--- config.mk ---
export PLATFORM = sky130hd
export DESIGN_NAME = ptm_timer
export DESIGN_NICKNAME = d
export VERILOG_FILES = /design/src/inc/ptm_pkg.sv /design/src/hw/ptm_edge_sync.sv /design/src/hw/ptm_timer.sv
export SDC_FILE = /design/constraint.sdc
export NUM_CORES = 1
export LEC_CHECK = 0
export BUFFER_PORTS_ARGS = -buffer_cell sky130_fd_sc_hd__buf_2
export CAP_MARGIN = 15
export CORE_MARGIN = 1.5
export CORE_UTILIZATION = 29
export CTS_CLUSTER_SIZE = 20
export DETAILED_ROUTE_END_ITERATION = 7
export PLACE_DENSITY_LB_ADDON = 0.05
export SYNTH_ARGS = -nofsm -noshare
export SYNTH_HDL_FRONTEND = slang
export SYNTH_SLANG_ARGS = --single-unit
--- constraint.sdc ---
create_clock -name sys_clk -period 6.5 [get_ports sys_clk]
set_input_delay 0.65 -clock sys_clk [delete_from_list [all_inputs] [get_ports sys_clk]]
set_output_delay 0.65 -clock sys_clk [all_outputs]
set_load 0.01 [all_outputs]
--- src/inc/ptm_pkg.sv ---
// How it works
// - Period value sets PWM period; zero gives 1024.
// - Duty at or above period holds output active.
// - PWM clears on period match; clear select ignored.
// - PWM counting continues when pin is forced.
// - Counter-on rise starts counter and pulse edge.
// - Trigger pin edge sets counter-on in pulse mode.
// - Duty match or software clear ends pulse.
// - Pulse duty match raises duty match flag.
// - Pulse counter resets only on counter-on rise.
// - Capture source: input pin, trigger pin, filter.
// - Capture counter free-runs while counter-on is high.
// - Active edge latches primary or secondary, flags.
// - Capture period match clears counter, flags period.
// - Edge select both high disables capture entirely.
// - Clear condition 00: period clear, primary only.
// - Clear condition 01: rising capture edge clears too.
// - Capture pulses under two clocks may be lost.
// - Latch quickly; flags follow latch one clock later.
// - Capture mode has no output function.
// - Clear condition 10: falling capture edge clears too.
// - Clear condition 11: either capture edge clears too.
// - Initial level sets polarity; polarity bit inverts.
`default_nettype none

package ptm_pkg;

   localparam int CNT_W  = 10;
   localparam int DATA_W = 16;
   localparam int ADDR_W = 4;

   localparam logic [3:0] ADDR_CTRL   = 4'h0;
   localparam logic [3:0] ADDR_DUTY   = 4'h1;
   localparam logic [3:0] ADDR_PERIOD = 4'h2;
   localparam logic [3:0] ADDR_SECCAP = 4'h3;
   localparam logic [3:0] ADDR_STATUS = 4'h4;
   localparam logic [3:0] ADDR_COUNT  = 4'h5;

   localparam int ON_BIT    = 0;
   localparam int MODE_LSB  = 1;
   localparam int IO_LSB    = 3;
   localparam int CCLR_BIT  = 5;
   localparam int OC_BIT    = 6;
   localparam int POL_BIT   = 7;
   localparam int CAPTS_BIT = 8;
   localparam int NFSEL_BIT = 9;
   localparam int TCLR_LSB  = 10;

   localparam int DUTY_FLAG_BIT   = 0;
   localparam int PERIOD_FLAG_BIT = 1;
   localparam int VALID_FLAG_BIT  = 2;

   localparam logic [15:0] CTRL_WR_MASK = 16'h0FFE;
   localparam logic [15:0] WORD_ZERO    = 16'h0000;
   localparam logic [9:0]  CNT_ZERO     = 10'h000;
   localparam logic [9:0]  CNT_ONE      = 10'h001;
   localparam logic [9:0]  CNT_MAX      = 10'h3FF;
   localparam logic [10:0] PERIOD_FULL  = 11'h400;

   typedef enum logic [1:0] {
      PTM_MODE_COMPARE = 2'b00,
      PTM_MODE_CAPTURE = 2'b01,
      PTM_MODE_PWM     = 2'b10,
      PTM_MODE_TIMER   = 2'b11
   } ptm_mode_t;

   // Output control codes in PWM mode; the same field selects edges in capture mode.
   localparam logic [1:0] IO_FORCE_LO = 2'h0;
   localparam logic [1:0] IO_FORCE_HI = 2'h1;
   localparam logic [1:0] IO_PWM      = 2'h2;
   localparam logic [1:0] IO_PULSE    = 2'h3;
   localparam logic [1:0] EDGE_RISE   = 2'h0;
   localparam logic [1:0] EDGE_FALL   = 2'h1;
   localparam logic [1:0] EDGE_BOTH   = 2'h2;
   localparam logic [1:0] EDGE_NONE   = 2'h3;
   localparam logic [1:0] TCLR_PERIOD = 2'h0;

   localparam int SYS_CLK_NS        = 10;
   localparam int MIN_PULSE_NS      = 20;
   localparam int MIN_PULSE_CYC     = (MIN_PULSE_NS + SYS_CLK_NS - 1) / SYS_CLK_NS;
   localparam int FLAG_LAG_NS       = 5;
   localparam int FLAG_LAG_CYC      = (FLAG_LAG_NS + SYS_CLK_NS - 1) / SYS_CLK_NS;

   function automatic logic [15:0] ptm_zext(input logic [9:0] v);
      ptm_zext = {6'h00, v};
   endfunction : ptm_zext

endpackage : ptm_pkg

`default_nettype wire
--- src/hw/ptm_edge_sync.sv ---
`default_nettype none

// Two-stage synchroniser with edge detection; a pulse shorter than the
// sampling window may vanish, which the capture logic tolerates.
module ptm_edge_sync (
   input  wire logic sys_clk,
   input  wire logic sys_rst,
   input  wire logic pin_async,
   output logic      level,
   output logic      rise,
   output logic      fall
);

   logic meta;
   logic stable;
   logic prev;

   always_ff @(posedge sys_clk or posedge sys_rst) begin
      if (sys_rst) begin
         meta   <= 1'b0;
         stable <= 1'b0;
         prev   <= 1'b0;
      end else begin
         meta   <= pin_async;
         stable <= meta;
         prev   <= stable;
      end
   end

   assign level = stable;
   assign rise  = stable & ~prev;
   assign fall  = ~stable & prev;

endmodule : ptm_edge_sync

`default_nettype wire

--- src/hw/ptm_timer.sv ---
`default_nettype none

module ptm_timer (
   input  wire logic        sys_clk,
   input  wire logic        sys_rst,
   input  wire logic [3:0]  reg_addr,
   input  wire logic [15:0] reg_wdata,
   input  wire logic        reg_write,
   input  wire logic        reg_read,
   output logic      [15:0] reg_rdata,
   input  wire logic        clock_trigger_pin,
   input  wire logic        capture_input_pin,
   input  wire logic        noise_filter_input_pin,
   output logic             timer_out_pin,
   output logic             timer_out_oe,
   output logic             duty_match_flag,
   output logic             period_match_flag,
   output logic             capture_valid_flag
);

   ////////////////////////////////////////////////////////////////////////////

   logic [15:0] ctrl_word;
   logic        counter_on;
   logic        on_prev;
   logic [9:0]  count;
   logic [9:0]  duty_compare_value;
   logic [9:0]  period_compare_value;
   logic [9:0]  secondary_capture_value;
   logic        cap_pend;
   logic        cap_pend_primary;

   logic [9:0]  next_count;
   logic        next_on;
   logic        next_pin;

   ////////////////////////////////////////////////////////////////////////////
   // Pin synchronisers: 0 capture input, 1 clock trigger, 2 noise filter.

   wire  [2:0] pin_async;
   logic [2:0] pin_level;
   logic [2:0] pin_rise;
   logic [2:0] pin_fall;

   assign pin_async = {noise_filter_input_pin, clock_trigger_pin, capture_input_pin};

   genvar gi;
   generate
      for (gi = 0; gi < 3; gi++) begin : g_sync
         ptm_edge_sync u_sync (
            .sys_clk   (sys_clk),
            .sys_rst   (sys_rst),
            .pin_async (pin_async[gi]),
            .level     (pin_level[gi]),
            .rise      (pin_rise[gi]),
            .fall      (pin_fall[gi])
         );
      end
   endgenerate

   ////////////////////////////////////////////////////////////////////////////
   // Control decoding.

   function automatic logic edge_match(input logic [1:0] sel, input logic r, input logic f);
      case (sel)
         ptm_pkg::EDGE_RISE: edge_match = r;
         ptm_pkg::EDGE_FALL: edge_match = f;
         ptm_pkg::EDGE_BOTH: edge_match = r | f;
         default:            edge_match = 1'b0;
      endcase
   endfunction : edge_match

   wire ptm_pkg::ptm_mode_t mode_sel = ptm_pkg::ptm_mode_t'(ctrl_word[ptm_pkg::MODE_LSB +: 2]);
   wire [1:0] io_ctrl               = ctrl_word[ptm_pkg::IO_LSB +: 2];
   wire [1:0] clear_condition       = ctrl_word[ptm_pkg::TCLR_LSB +: 2];
   wire       output_initial_level  = ctrl_word[ptm_pkg::OC_BIT];
   wire       output_polarity       = ctrl_word[ptm_pkg::POL_BIT];
   wire       capture_source_select = ctrl_word[ptm_pkg::CAPTS_BIT];
   wire       filter_select         = ctrl_word[ptm_pkg::NFSEL_BIT];

   wire wr_ctrl   = reg_write && (reg_addr == ptm_pkg::ADDR_CTRL);
   wire wr_duty   = reg_write && (reg_addr == ptm_pkg::ADDR_DUTY);
   wire wr_period = reg_write && (reg_addr == ptm_pkg::ADDR_PERIOD);
   wire wr_status = reg_write && (reg_addr == ptm_pkg::ADDR_STATUS);

   // Pulse mode is PWM mode with the output field at 11; software keeps it there.
   wire is_pulse = (mode_sel == ptm_pkg::PTM_MODE_PWM) && (io_ctrl == ptm_pkg::IO_PULSE);
   wire is_pwm   = (mode_sel == ptm_pkg::PTM_MODE_PWM) && !is_pulse;
   wire is_cap   = (mode_sel == ptm_pkg::PTM_MODE_CAPTURE);

   wire on_rise = counter_on && !on_prev;
   wire running = counter_on && !on_rise;

   // A zero period value wraps the counter through its full 1024 states.
   wire [9:0]  period_last = (period_compare_value == ptm_pkg::CNT_ZERO) ?
                             ptm_pkg::CNT_MAX : (period_compare_value - ptm_pkg::CNT_ONE);
   wire [10:0] period_eff  = (period_compare_value == ptm_pkg::CNT_ZERO) ?
                             ptm_pkg::PERIOD_FULL : {1'b0, period_compare_value};
   wire period_hit = running && !is_pulse && (count == period_last);
   wire duty_hit   = running && (count == duty_compare_value);

   ////////////////////////////////////////////////////////////////////////////
   // Capture path.

   // The filter output takes priority over the pin choice when selected.
   wire [1:0] src_idx = filter_select ? 2'h2 : (capture_source_select ? 2'h1 : 2'h0);
   wire cap_rise  = pin_rise[src_idx];
   wire cap_fall  = pin_fall[src_idx];
   wire cap_edge  = is_cap && running && edge_match(io_ctrl, cap_rise, cap_fall);
   wire cap_clr   = is_cap && running && (clear_condition != ptm_pkg::TCLR_PERIOD) &&
                    edge_match(clear_condition - 2'h1, cap_rise, cap_fall);
   // A capture on the edge that also clears the counter lands in the primary
   // register, so the primary holds the full interval between clearing edges.
   wire cap_primary = (clear_condition == ptm_pkg::TCLR_PERIOD) || cap_clr;

   wire trig_rise = is_pulse && pin_rise[1];

   ////////////////////////////////////////////////////////////////////////////
   // Counter and counter-on.

   always_comb begin
      next_count = count;
      if (on_rise) begin
         next_count = ptm_pkg::CNT_ZERO;
      end else if (counter_on) begin
         if (is_pulse) begin
            next_count = duty_hit ? count : count + ptm_pkg::CNT_ONE;
         end else if (period_hit || cap_clr) begin
            next_count = ptm_pkg::CNT_ZERO;
         end else begin
            next_count = count + ptm_pkg::CNT_ONE;
         end
      end
   end

   always_comb begin
      next_on = counter_on;
      if (wr_ctrl) begin
         next_on = reg_wdata[ptm_pkg::ON_BIT];
      end
      if (is_pulse && duty_hit) begin
         next_on = 1'b0;
      end
      if (trig_rise) begin
         next_on = 1'b1;
      end
   end

   ////////////////////////////////////////////////////////////////////////////
   // Output pin.

   wire pwm_active = running && ((count < duty_compare_value) ||
                     ({1'b0, duty_compare_value} >= period_eff));
   wire pwm_raw    = (io_ctrl == ptm_pkg::IO_FORCE_LO) ? 1'b0 :
                     (io_ctrl == ptm_pkg::IO_FORCE_HI) ? 1'b1 : pwm_active;
   wire wave       = is_pulse ? counter_on : pwm_raw;

   always_comb begin
      if (mode_sel == ptm_pkg::PTM_MODE_PWM) begin
         next_pin = ~(wave ^ output_initial_level) ^ output_polarity;
      end else begin
         next_pin = 1'b0;
      end
   end

   ////////////////////////////////////////////////////////////////////////////
   // Registers.

   always_ff @(posedge sys_clk or posedge sys_rst) begin
      if (sys_rst) begin
         ctrl_word  <= ptm_pkg::WORD_ZERO;
         counter_on <= 1'b0;
         on_prev    <= 1'b0;
         count      <= ptm_pkg::CNT_ZERO;
      end else begin
         if (wr_ctrl) begin
            ctrl_word <= reg_wdata & ptm_pkg::CTRL_WR_MASK;
         end
         counter_on <= next_on;
         on_prev    <= counter_on;
         count      <= next_count;
      end
   end

   // A capture into the primary register wins over a software write.
   always_ff @(posedge sys_clk or posedge sys_rst) begin
      if (sys_rst) begin
         duty_compare_value      <= ptm_pkg::CNT_ZERO;
         period_compare_value    <= ptm_pkg::CNT_ZERO;
         secondary_capture_value <= ptm_pkg::CNT_ZERO;
      end else begin
         if (cap_edge && cap_primary) begin
            duty_compare_value <= count;
         end else if (wr_duty) begin
            duty_compare_value <= reg_wdata[ptm_pkg::CNT_W-1:0];
         end
         if (wr_period) begin
            period_compare_value <= reg_wdata[ptm_pkg::CNT_W-1:0];
         end
         if (cap_edge && !cap_primary) begin
            secondary_capture_value <= count;
         end
      end
   end

   // Flags are write-one-to-clear; a set in the clearing cycle survives.
   wire clr_duty   = wr_status && reg_wdata[ptm_pkg::DUTY_FLAG_BIT];
   wire clr_period = wr_status && reg_wdata[ptm_pkg::PERIOD_FLAG_BIT];
   wire clr_valid  = wr_status && reg_wdata[ptm_pkg::VALID_FLAG_BIT];
   wire set_duty   = cap_pend || (!is_cap && duty_hit);

   always_ff @(posedge sys_clk or posedge sys_rst) begin
      if (sys_rst) begin
         cap_pend           <= 1'b0;
         cap_pend_primary   <= 1'b0;
         duty_match_flag    <= 1'b0;
         period_match_flag  <= 1'b0;
         capture_valid_flag <= 1'b0;
      end else begin
         cap_pend           <= cap_edge;
         cap_pend_primary   <= cap_primary;
         duty_match_flag    <= (duty_match_flag && !clr_duty) || set_duty;
         period_match_flag  <= (period_match_flag && !clr_period) || period_hit;
         if (cap_pend) begin
            capture_valid_flag <= cap_pend_primary;
         end else if (clr_valid) begin
            capture_valid_flag <= 1'b0;
         end
      end
   end

   always_ff @(posedge sys_clk or posedge sys_rst) begin
      if (sys_rst) begin
         timer_out_pin <= 1'b0;
         timer_out_oe  <= 1'b0;
      end else begin
         timer_out_pin <= next_pin;
         timer_out_oe  <= (mode_sel == ptm_pkg::PTM_MODE_PWM);
      end
   end

   ////////////////////////////////////////////////////////////////////////////
   // Register read-back, valid only in the cycle after the read strobe.

   wire [15:0] status_word = {13'h0000, capture_valid_flag, period_match_flag, duty_match_flag};
   wire [15:0] read_mux =
      (reg_addr == ptm_pkg::ADDR_CTRL)   ? (ctrl_word | {15'h0000, counter_on}) :
      (reg_addr == ptm_pkg::ADDR_DUTY)   ? ptm_pkg::ptm_zext(duty_compare_value) :
      (reg_addr == ptm_pkg::ADDR_PERIOD) ? ptm_pkg::ptm_zext(period_compare_value) :
      (reg_addr == ptm_pkg::ADDR_SECCAP) ? ptm_pkg::ptm_zext(secondary_capture_value) :
      (reg_addr == ptm_pkg::ADDR_STATUS) ? status_word :
      (reg_addr == ptm_pkg::ADDR_COUNT)  ? ptm_pkg::ptm_zext(count) : ptm_pkg::WORD_ZERO;

   always_ff @(posedge sys_clk or posedge sys_rst) begin
      if (sys_rst) begin
         reg_rdata <= ptm_pkg::WORD_ZERO;
      end else begin
         reg_rdata <= reg_read ? read_mux : ptm_pkg::WORD_ZERO;
      end
   end
endmodule : ptm_timer

`default_nettype wire

# Word level (Yosys, flattened, before mapping)
# Index checks and enable logic that the tools add are counted.
[totals] register_bits=81 inputBits=27 out_inout_bits=21 word_cells=144
[op_classes] n_addsub=3 n_lt_le_gt_ge=3 eq_ne=15 muxes=33 n_bitwise=17 n_reduce_logical=49
[ops] operator="10-bit two-way mux" n=13
[ops] operator="1-bit logical AND" n=25
[ops] operator="12-bit two-way mux" n=2
[ops] operator="10-bit equality test" n=2
[ops] operator="1-bit two-way mux" n=12
[ops] operator="12-bit by 1-bit bitwise OR with 12-bit output" n=1
[ops] operator="10-bit by 11-bit >= comparator with 1-bit output" n=1
[ops] operator="11-bit two-way mux" n=1
[ops] operator="10-bit by 1-bit adder with 10-bit output, second input constant" n=1
[ops] operator="10-bit logical NOT" n=1
[ops] operator="10-bit < comparator" n=1
[ops] operator="10-bit by 1-bit subtractor with 10-bit output, second input constant" n=1
[ops] operator="2-bit equality test, second input constant" n=4
[ops] operator="4-bit by 2-bit equality test with 1-bit output, second input constant" n=2
[ops] operator="4-bit by 3-bit equality test with 1-bit output, second input constant" n=2
[ops] operator="2-bit nonzero test" n=4
[ops] operator="1-bit logical NOT" n=7
[ops] operator="1-bit NOT" n=7
[ops] operator="1-bit AND" n=6
[ops] operator="2-bit by 1-bit equality test with 1-bit output, second input constant" n=3
[ops] operator="2-bit logical NOT" n=3
[ops] operator="1-bit logical OR" n=6
[ops] operator="1-bit one-hot mux with 3 select lines" n=2
[ops] operator="1-bit binary-select mux with 2-bit select" n=2
[ops] operator="other kinds (10)" n=11

# Longest topological paths before layout
[depth] ltp_word=12 mapped_depth=13 mapped_depth_nobuf=12

# Cells and area by module
# A second synthesis with hierarchy kept.
[unflattened] hier_cells=489 hier_area_um2=4800.9
[by_module_without_submodules] module="ptm_timer" instances=1 cells_per_inst=471 area_per_inst_um2=4519.3 seq_area_each_um2=1801.7
[by_module_without_submodules] module="ptm_edge_sync" instances=3 cells_per_inst=6 area_per_inst_um2=93.8 seq_area_each_um2=75.1

# Worst setup path after synthesis
# OpenSTA, ideal clock, no wires.
[synth_timing] path_type="reg2reg" startpoint="register period_compare_value[0]" endpoint="register timer_out_pin" setup_time_ps=119 arrival_time_ps=2512 t_required_ps=6381 path_slack_ps=3869 path_stages_with_launch=14 n_path_buf=1 synth_period_minus_slack_ps=2631 cell_sequence="dfrtp_1 clkbuf_1 inv_1 ha_1 nor2b_1 a31oi_1 ha_1 nand2b_1 a21o_1 a21oi_1 o221a_2 o221ai_1 xnor2_1 and2_1"
[synth_between] elab_chain_cells=12
[synth_lines] element="start: declaration" line_no="ptm_timer.sv:28" rtl="logic [9:0] period_compare_value;"
[synth_lines] element="start signal: assignment" line_no="ptm_timer.sv:189" rtl="period_compare_value <= ptm_pkg::CNT_ZERO;"
[synth_lines] element="start signal: assignment" line_no="ptm_timer.sv:198" rtl="period_compare_value <= reg_wdata[ptm_pkg::CNT_W-1:0];"
[synth_lines] element="10-bit logical NOT" line_no="ptm_timer.sv:97" rtl="wire [10:0] period_eff = (period_compare_value == ptm_pkg::CNT_ZERO) ?"
[synth_lines] element="11-bit two-way mux (*)" line_no="ptm_timer.sv:97"
[synth_lines] element="10-bit by 11-bit >= comparator with 1-bit output (*)" line_no="ptm_timer.sv:153" rtl="({1'b0, duty_compare_value} >= period_eff));"
[synth_lines] element="1-bit logical OR (*)" line_no="ptm_timer.sv:152" rtl="wire pwm_active = running && ((count < duty_compare_value) ||"
[synth_lines] element="1-bit logical AND (*)" line_no="ptm_timer.sv:152"
[synth_lines] element="1-bit two-way mux (*)" line_no="ptm_timer.sv:155" rtl="(io_ctrl == ptm_pkg::IO_FORCE_HI) ? 1'b1 : pwm_active;"
[synth_lines] element="1-bit two-way mux (*)" line_no="ptm_timer.sv:154" rtl="wire pwm_raw = (io_ctrl == ptm_pkg::IO_FORCE_LO) ? 1'b0 :"
[synth_lines] element="1-bit two-way mux (*)" line_no="ptm_timer.sv:156" rtl="wire wave = is_pulse ? counter_on : pwm_raw;"
[synth_lines] element="1-bit XOR (*)" line_no="ptm_timer.sv:160" rtl="next_pin = ~(wave ^ output_initial_level) ^ output_polarity;"
[synth_lines] element="1-bit NOT (*)" line_no="ptm_timer.sv:160"
[synth_lines] element="1-bit XOR (*)" line_no="ptm_timer.sv:160"
[synth_lines] element="1-bit two-way mux (*)" line_no="ptm_timer.sv:159" rtl="if (mode_sel == ptm_pkg::PTM_MODE_PWM) begin"
[synth_lines] element="named net next_pin" line_no="ptm_timer.sv:35" rtl="logic next_pin;"
[synth_lines] element="end signal: assignment" line_no="ptm_timer.sv:237" rtl="timer_out_pin <= next_pin;"
[synth_lines] element="end: declaration" line_no="ptm_timer.sv:14" rtl="output logic timer_out_pin,"
# The timed path passes the listed nets; every way through them passes the cells marked *.
# A chain may end at the register's enable or synchronous reset.

# Worst setup path in the final report
# Ends and elaborated chain as after synthesis.

==> summary.txt <==
Register Area: 2030 um2
Die Footprint: 17,200 um2
PwrDens: 343 nW/um2
CTS clk-pin slew, worst paths: 0.06 ns
WL/cell: 20.2 um
setup bufs post-CTS: 0
critical path class: reg2reg
Slew Viols, Final: 0
Synth cell types: 69
reg-to-reg setup timing slack: 3.44 ns
NetSw: 0.696 mW
final hold violation count: 0
Combinational Power Share: 32.3%
register bit count reported by yosys: 81
Synth warnings: 0
WL final: 14,400 um
actual slew at the worst max-slew pin: 0.961 ns
Primary FF master, synth: dfrtp_1
slowest stage delay, CP: 0.48 ns
Fill cells: 1,684
crit path launch: period_compare_value[0]$_DFFE_PP0P_
worst IR drop on VDD: 0.157 mV
Final GP Congestion: 0.824
CP delay by family, top: compound AO/OA/AOI/OAI gates
minimum clock period: 3.06 ns
LEAKAGE: 2.56 nW
Die Y: 131 um
# port buffers: 39
first-pass GRT wire length: 22,100 um
initial antenna violation count: 0
Die W: 131 um
Synth Area in Compound Gates: 15.5%
drt pass-1 iters: 5
final setup vio count: 0
Global Route Usage Sum: 17.4%
grt total ovfl: 0
Slowest-stage cell, CP: dfrtp_1
DP HPWL: 10,700 um
CTS Root Buffer Type: clkbuf_16
worst r2r src: period_compare_value[0]$_DFFE_PP0P_
Via density: 5.11
Mapped Area: 4770 um2
# IOs: 48
pin count of the biggest net entering global routing: 73
post-cts hold buffer count: 0
antenna diode count: 0
CTS tree: built
sequential area share after synthesis: 42.5%
R2R cell count: 12
number of global-route vias before repair: 3,544
worst path arrival time: 3.30 ns
# clock sinks: 81
cells along the critical path: inv_1, ha_1, nor2b_1, a31oi_1, ha_1, nand2b_1, a21o_1, a21oi_1, o221a_2, o221ai_1, xnor2_1, and2_1
Mean Syn Cell Area: 10.4 um2
FMAX: 326 MHz
post-synth top area share: 42.5%
Util after Layout: 34.1%
Slew HR: 35.9%
share of cells above drive strength 1: 24.3%
Mapped Cells: 458
CTS buffer count: 9
Rows: 46
worst-path fanout max: 9
fraction of registers with async set/reset: 100%
critical path depth in cells: 12
H-tree depth: 3
dominant cell type by area after synthesis: dfrtp_1
CP Launch Type: flip-flop
largest family of logic cells by synthesized area: compound AO/OA/AOI/OAI gates
footprint of the multi-input gates: 2490 um2
Layout Skew: 0.0111 ns
Post-synth EDFFs: 0
worst r2r dst: timer_out_pin$_DFF_PP0_
Critical Path End: timer_out_pin$_DFF_PP0_
core area: 16,000 um2
Adder-Cell Fraction of Synth Area: 5.77%
fin crit share: 47.1%
Initial DRC Count: 146
CP Capture Type: flip-flop
Synth Area in XOR/XNOR: 1.84%
Starting Density: 29.8%
max-cap viol count: 0
Area Overhead vs Synth: 14.5%
outcome: finished, final reports clean
CP bufs+invs: 1
layout net count: 538
Synth area leaders: dfrtp_1 (43%), mux2_2 (9.7%), ha_1 (5.8%)
clock power share: 26.5%
most used cell, CP: ha_1
Routed Antenna Nets: 0
latest clock arrival within the worst-skew pair: 0.35 ns
worst hold path class: in2async
DR DRC count: 0
RSZ-0062 raised after global routing: false
CTS max path bufs: 2
Req. time, crit path: 6.73 ns
Power Internal: 1.17 mW
Resize count post-CTS: 0
Synth Area in Simple Gates: 14.9%
multiplexer area fraction after synthesis: 13.7%
setup TNS: 0 ns
vias: 3,631
Flop pwr share: 41.2%
sw frac: 37.2%
[final cells by class]
type	count	share of cell area (%)
Clock inverter	5	0.688
Clock buffer	11	4.63
Inverter	37	2.57
Tap cell	216	4.95
Multi-Input combinational cell	316	45.6
Sequential cell	81	37.1
Timing Repair Buffer	44	4.38
[how the worst min path moves through the flow]
stage                                               start                               end  cells after the start
after floorplan           g_sync[0].u_sync.meta$_DFF_PP0_  g_sync[0].u_sync.level$_DFF_PP0_                      0
after global placement    g_sync[1].u_sync.meta$_DFF_PP0_  g_sync[1].u_sync.level$_DFF_PP0_                      0
final                                             sys_rst  g_sync[1].u_sync.level$_DFF_PP0_                      2
after detailed placement  g_sync[0].u_sync.meta$_DFF_PP0_  g_sync[0].u_sync.level$_DFF_PP0_                      0
after global routing                              sys_rst   g_sync[1].u_sync.meta$_DFF_PP0_                      2
after CTS                                         sys_rst   g_sync[1].u_sync.meta$_DFF_PP0_                      2
[sequential cells by signal, indices dropped and copies added (netlist names), 10 cells and up]
register,count
reg_rdata,12
ctrl_word,11
count,10
duty_compare_value,10
period_compare_value,10
secondary_capture_value,10
[cells by family (layout without fill, tap and decap cells)]
logic type,Yosys count,in the layout
xor+xnor,10,10
mux,60,60
buf+inv,64,97
compound gates,99,99
simple gates,121,121
fa+ha+maj,22,22
flops,81,81
other cells,1,4
[power groups by stage]
| stage | Combinational (mW) | Clock [mW] | Sequential [mW] |
|---|---|---|---|
| after detailed placement | 0.596 | 0 | 0.783 |
| final | 0.603 | 0.496 | 0.771 |
| after CTS | 0.602 | 0.517 | 0.773 |
| after floorplan | 0.493 | 0 | 0.694 |
| after global placement | 0.593 | 0 | 0.782 |
| after global routing | 0.680 | 0.534 | 0.791 |
[cell usage after synthesis (4+ instances only)]
| cell type | number |
|---|---|
| a222oi_1 | 5 |
| o21ai_0 | 10 |
| a21o_1 | 7 |
| xnor2_1 | 4 |
| a21oi_1 | 16 |
| ha_1 | 22 |
| nor2b_1 | 10 |
| nand2b_1 | 4 |
| nand3_1 | 14 |
| o22ai_1 | 4 |
| nand4_1 | 6 |
| mux2i_1 | 17 |
| nor3b_1 | 6 |
| nand2_1 | 29 |
| buf_4 | 4 |
| a31oi_1 | 10 |
| inv_1 | 37 |
| o21ai_1 | 6 |
| dfrtp_1 | 81 |
| xor2_1 | 6 |
| nor3_1 | 6 |
| and3_1 | 8 |
| nor2_1 | 15 |
| a21boi_0 | 5 |
| mux2_2 | 41 |
| clkbuf_1 | 17 |
[cells in the final DEF, fill, tap and decap left out, types with 5 or more instances in the layout]
cell type / Yosys / routed
nand3_1: 14 / 14
mux2i_1: 17 / 17
nor2b_1: 10 / 10
o21ai_1: 6 / 6
and3_1: 8 / 8
mux2_2: 41 / 41
a21oi_1: 16 / 16
nand4_1: 6 / 6
a21boi_0: 5 / 5
o21ai_0: 10 / 10
ha_1: 22 / 22
dfrtp_1: 81 / 81
nor2_1: 15 / 15
nand2_1: 29 / 29
clkbuf_16: 0 / 9
xor2_1: 6 / 6
inv_1: 37 / 36
a21o_1: 7 / 7
buf_2: 3 / 39
nor3_1: 6 / 6
a222oi_1: 5 / 5
nor3b_1: 6 / 6
a31oi_1: 10 / 10
[layer usage]
metal	global-route usage [%]	part of all wire (%)
met5	0	0
met4	4.49	0.98
met3	3.82	5.7
met2	26.0	45
met1	25.2	48
[through the flow]
step                hold slack (ns)  cells  area (um2)  worst slack, ns  power, mW
floorplan                     0.331    461        4780             3.77       1.19
global placement              0.332    693        5150             3.46       1.38
detailed placement            0.335    693        5150             3.46       1.38
CTS                           0.173    709        5440             3.43       1.89
global route                  0.175    710        5460             3.20       2.00
finish                        0.183    710        5460             3.44       1.87
No activity file was read; power rests on OpenSTA's default activity.
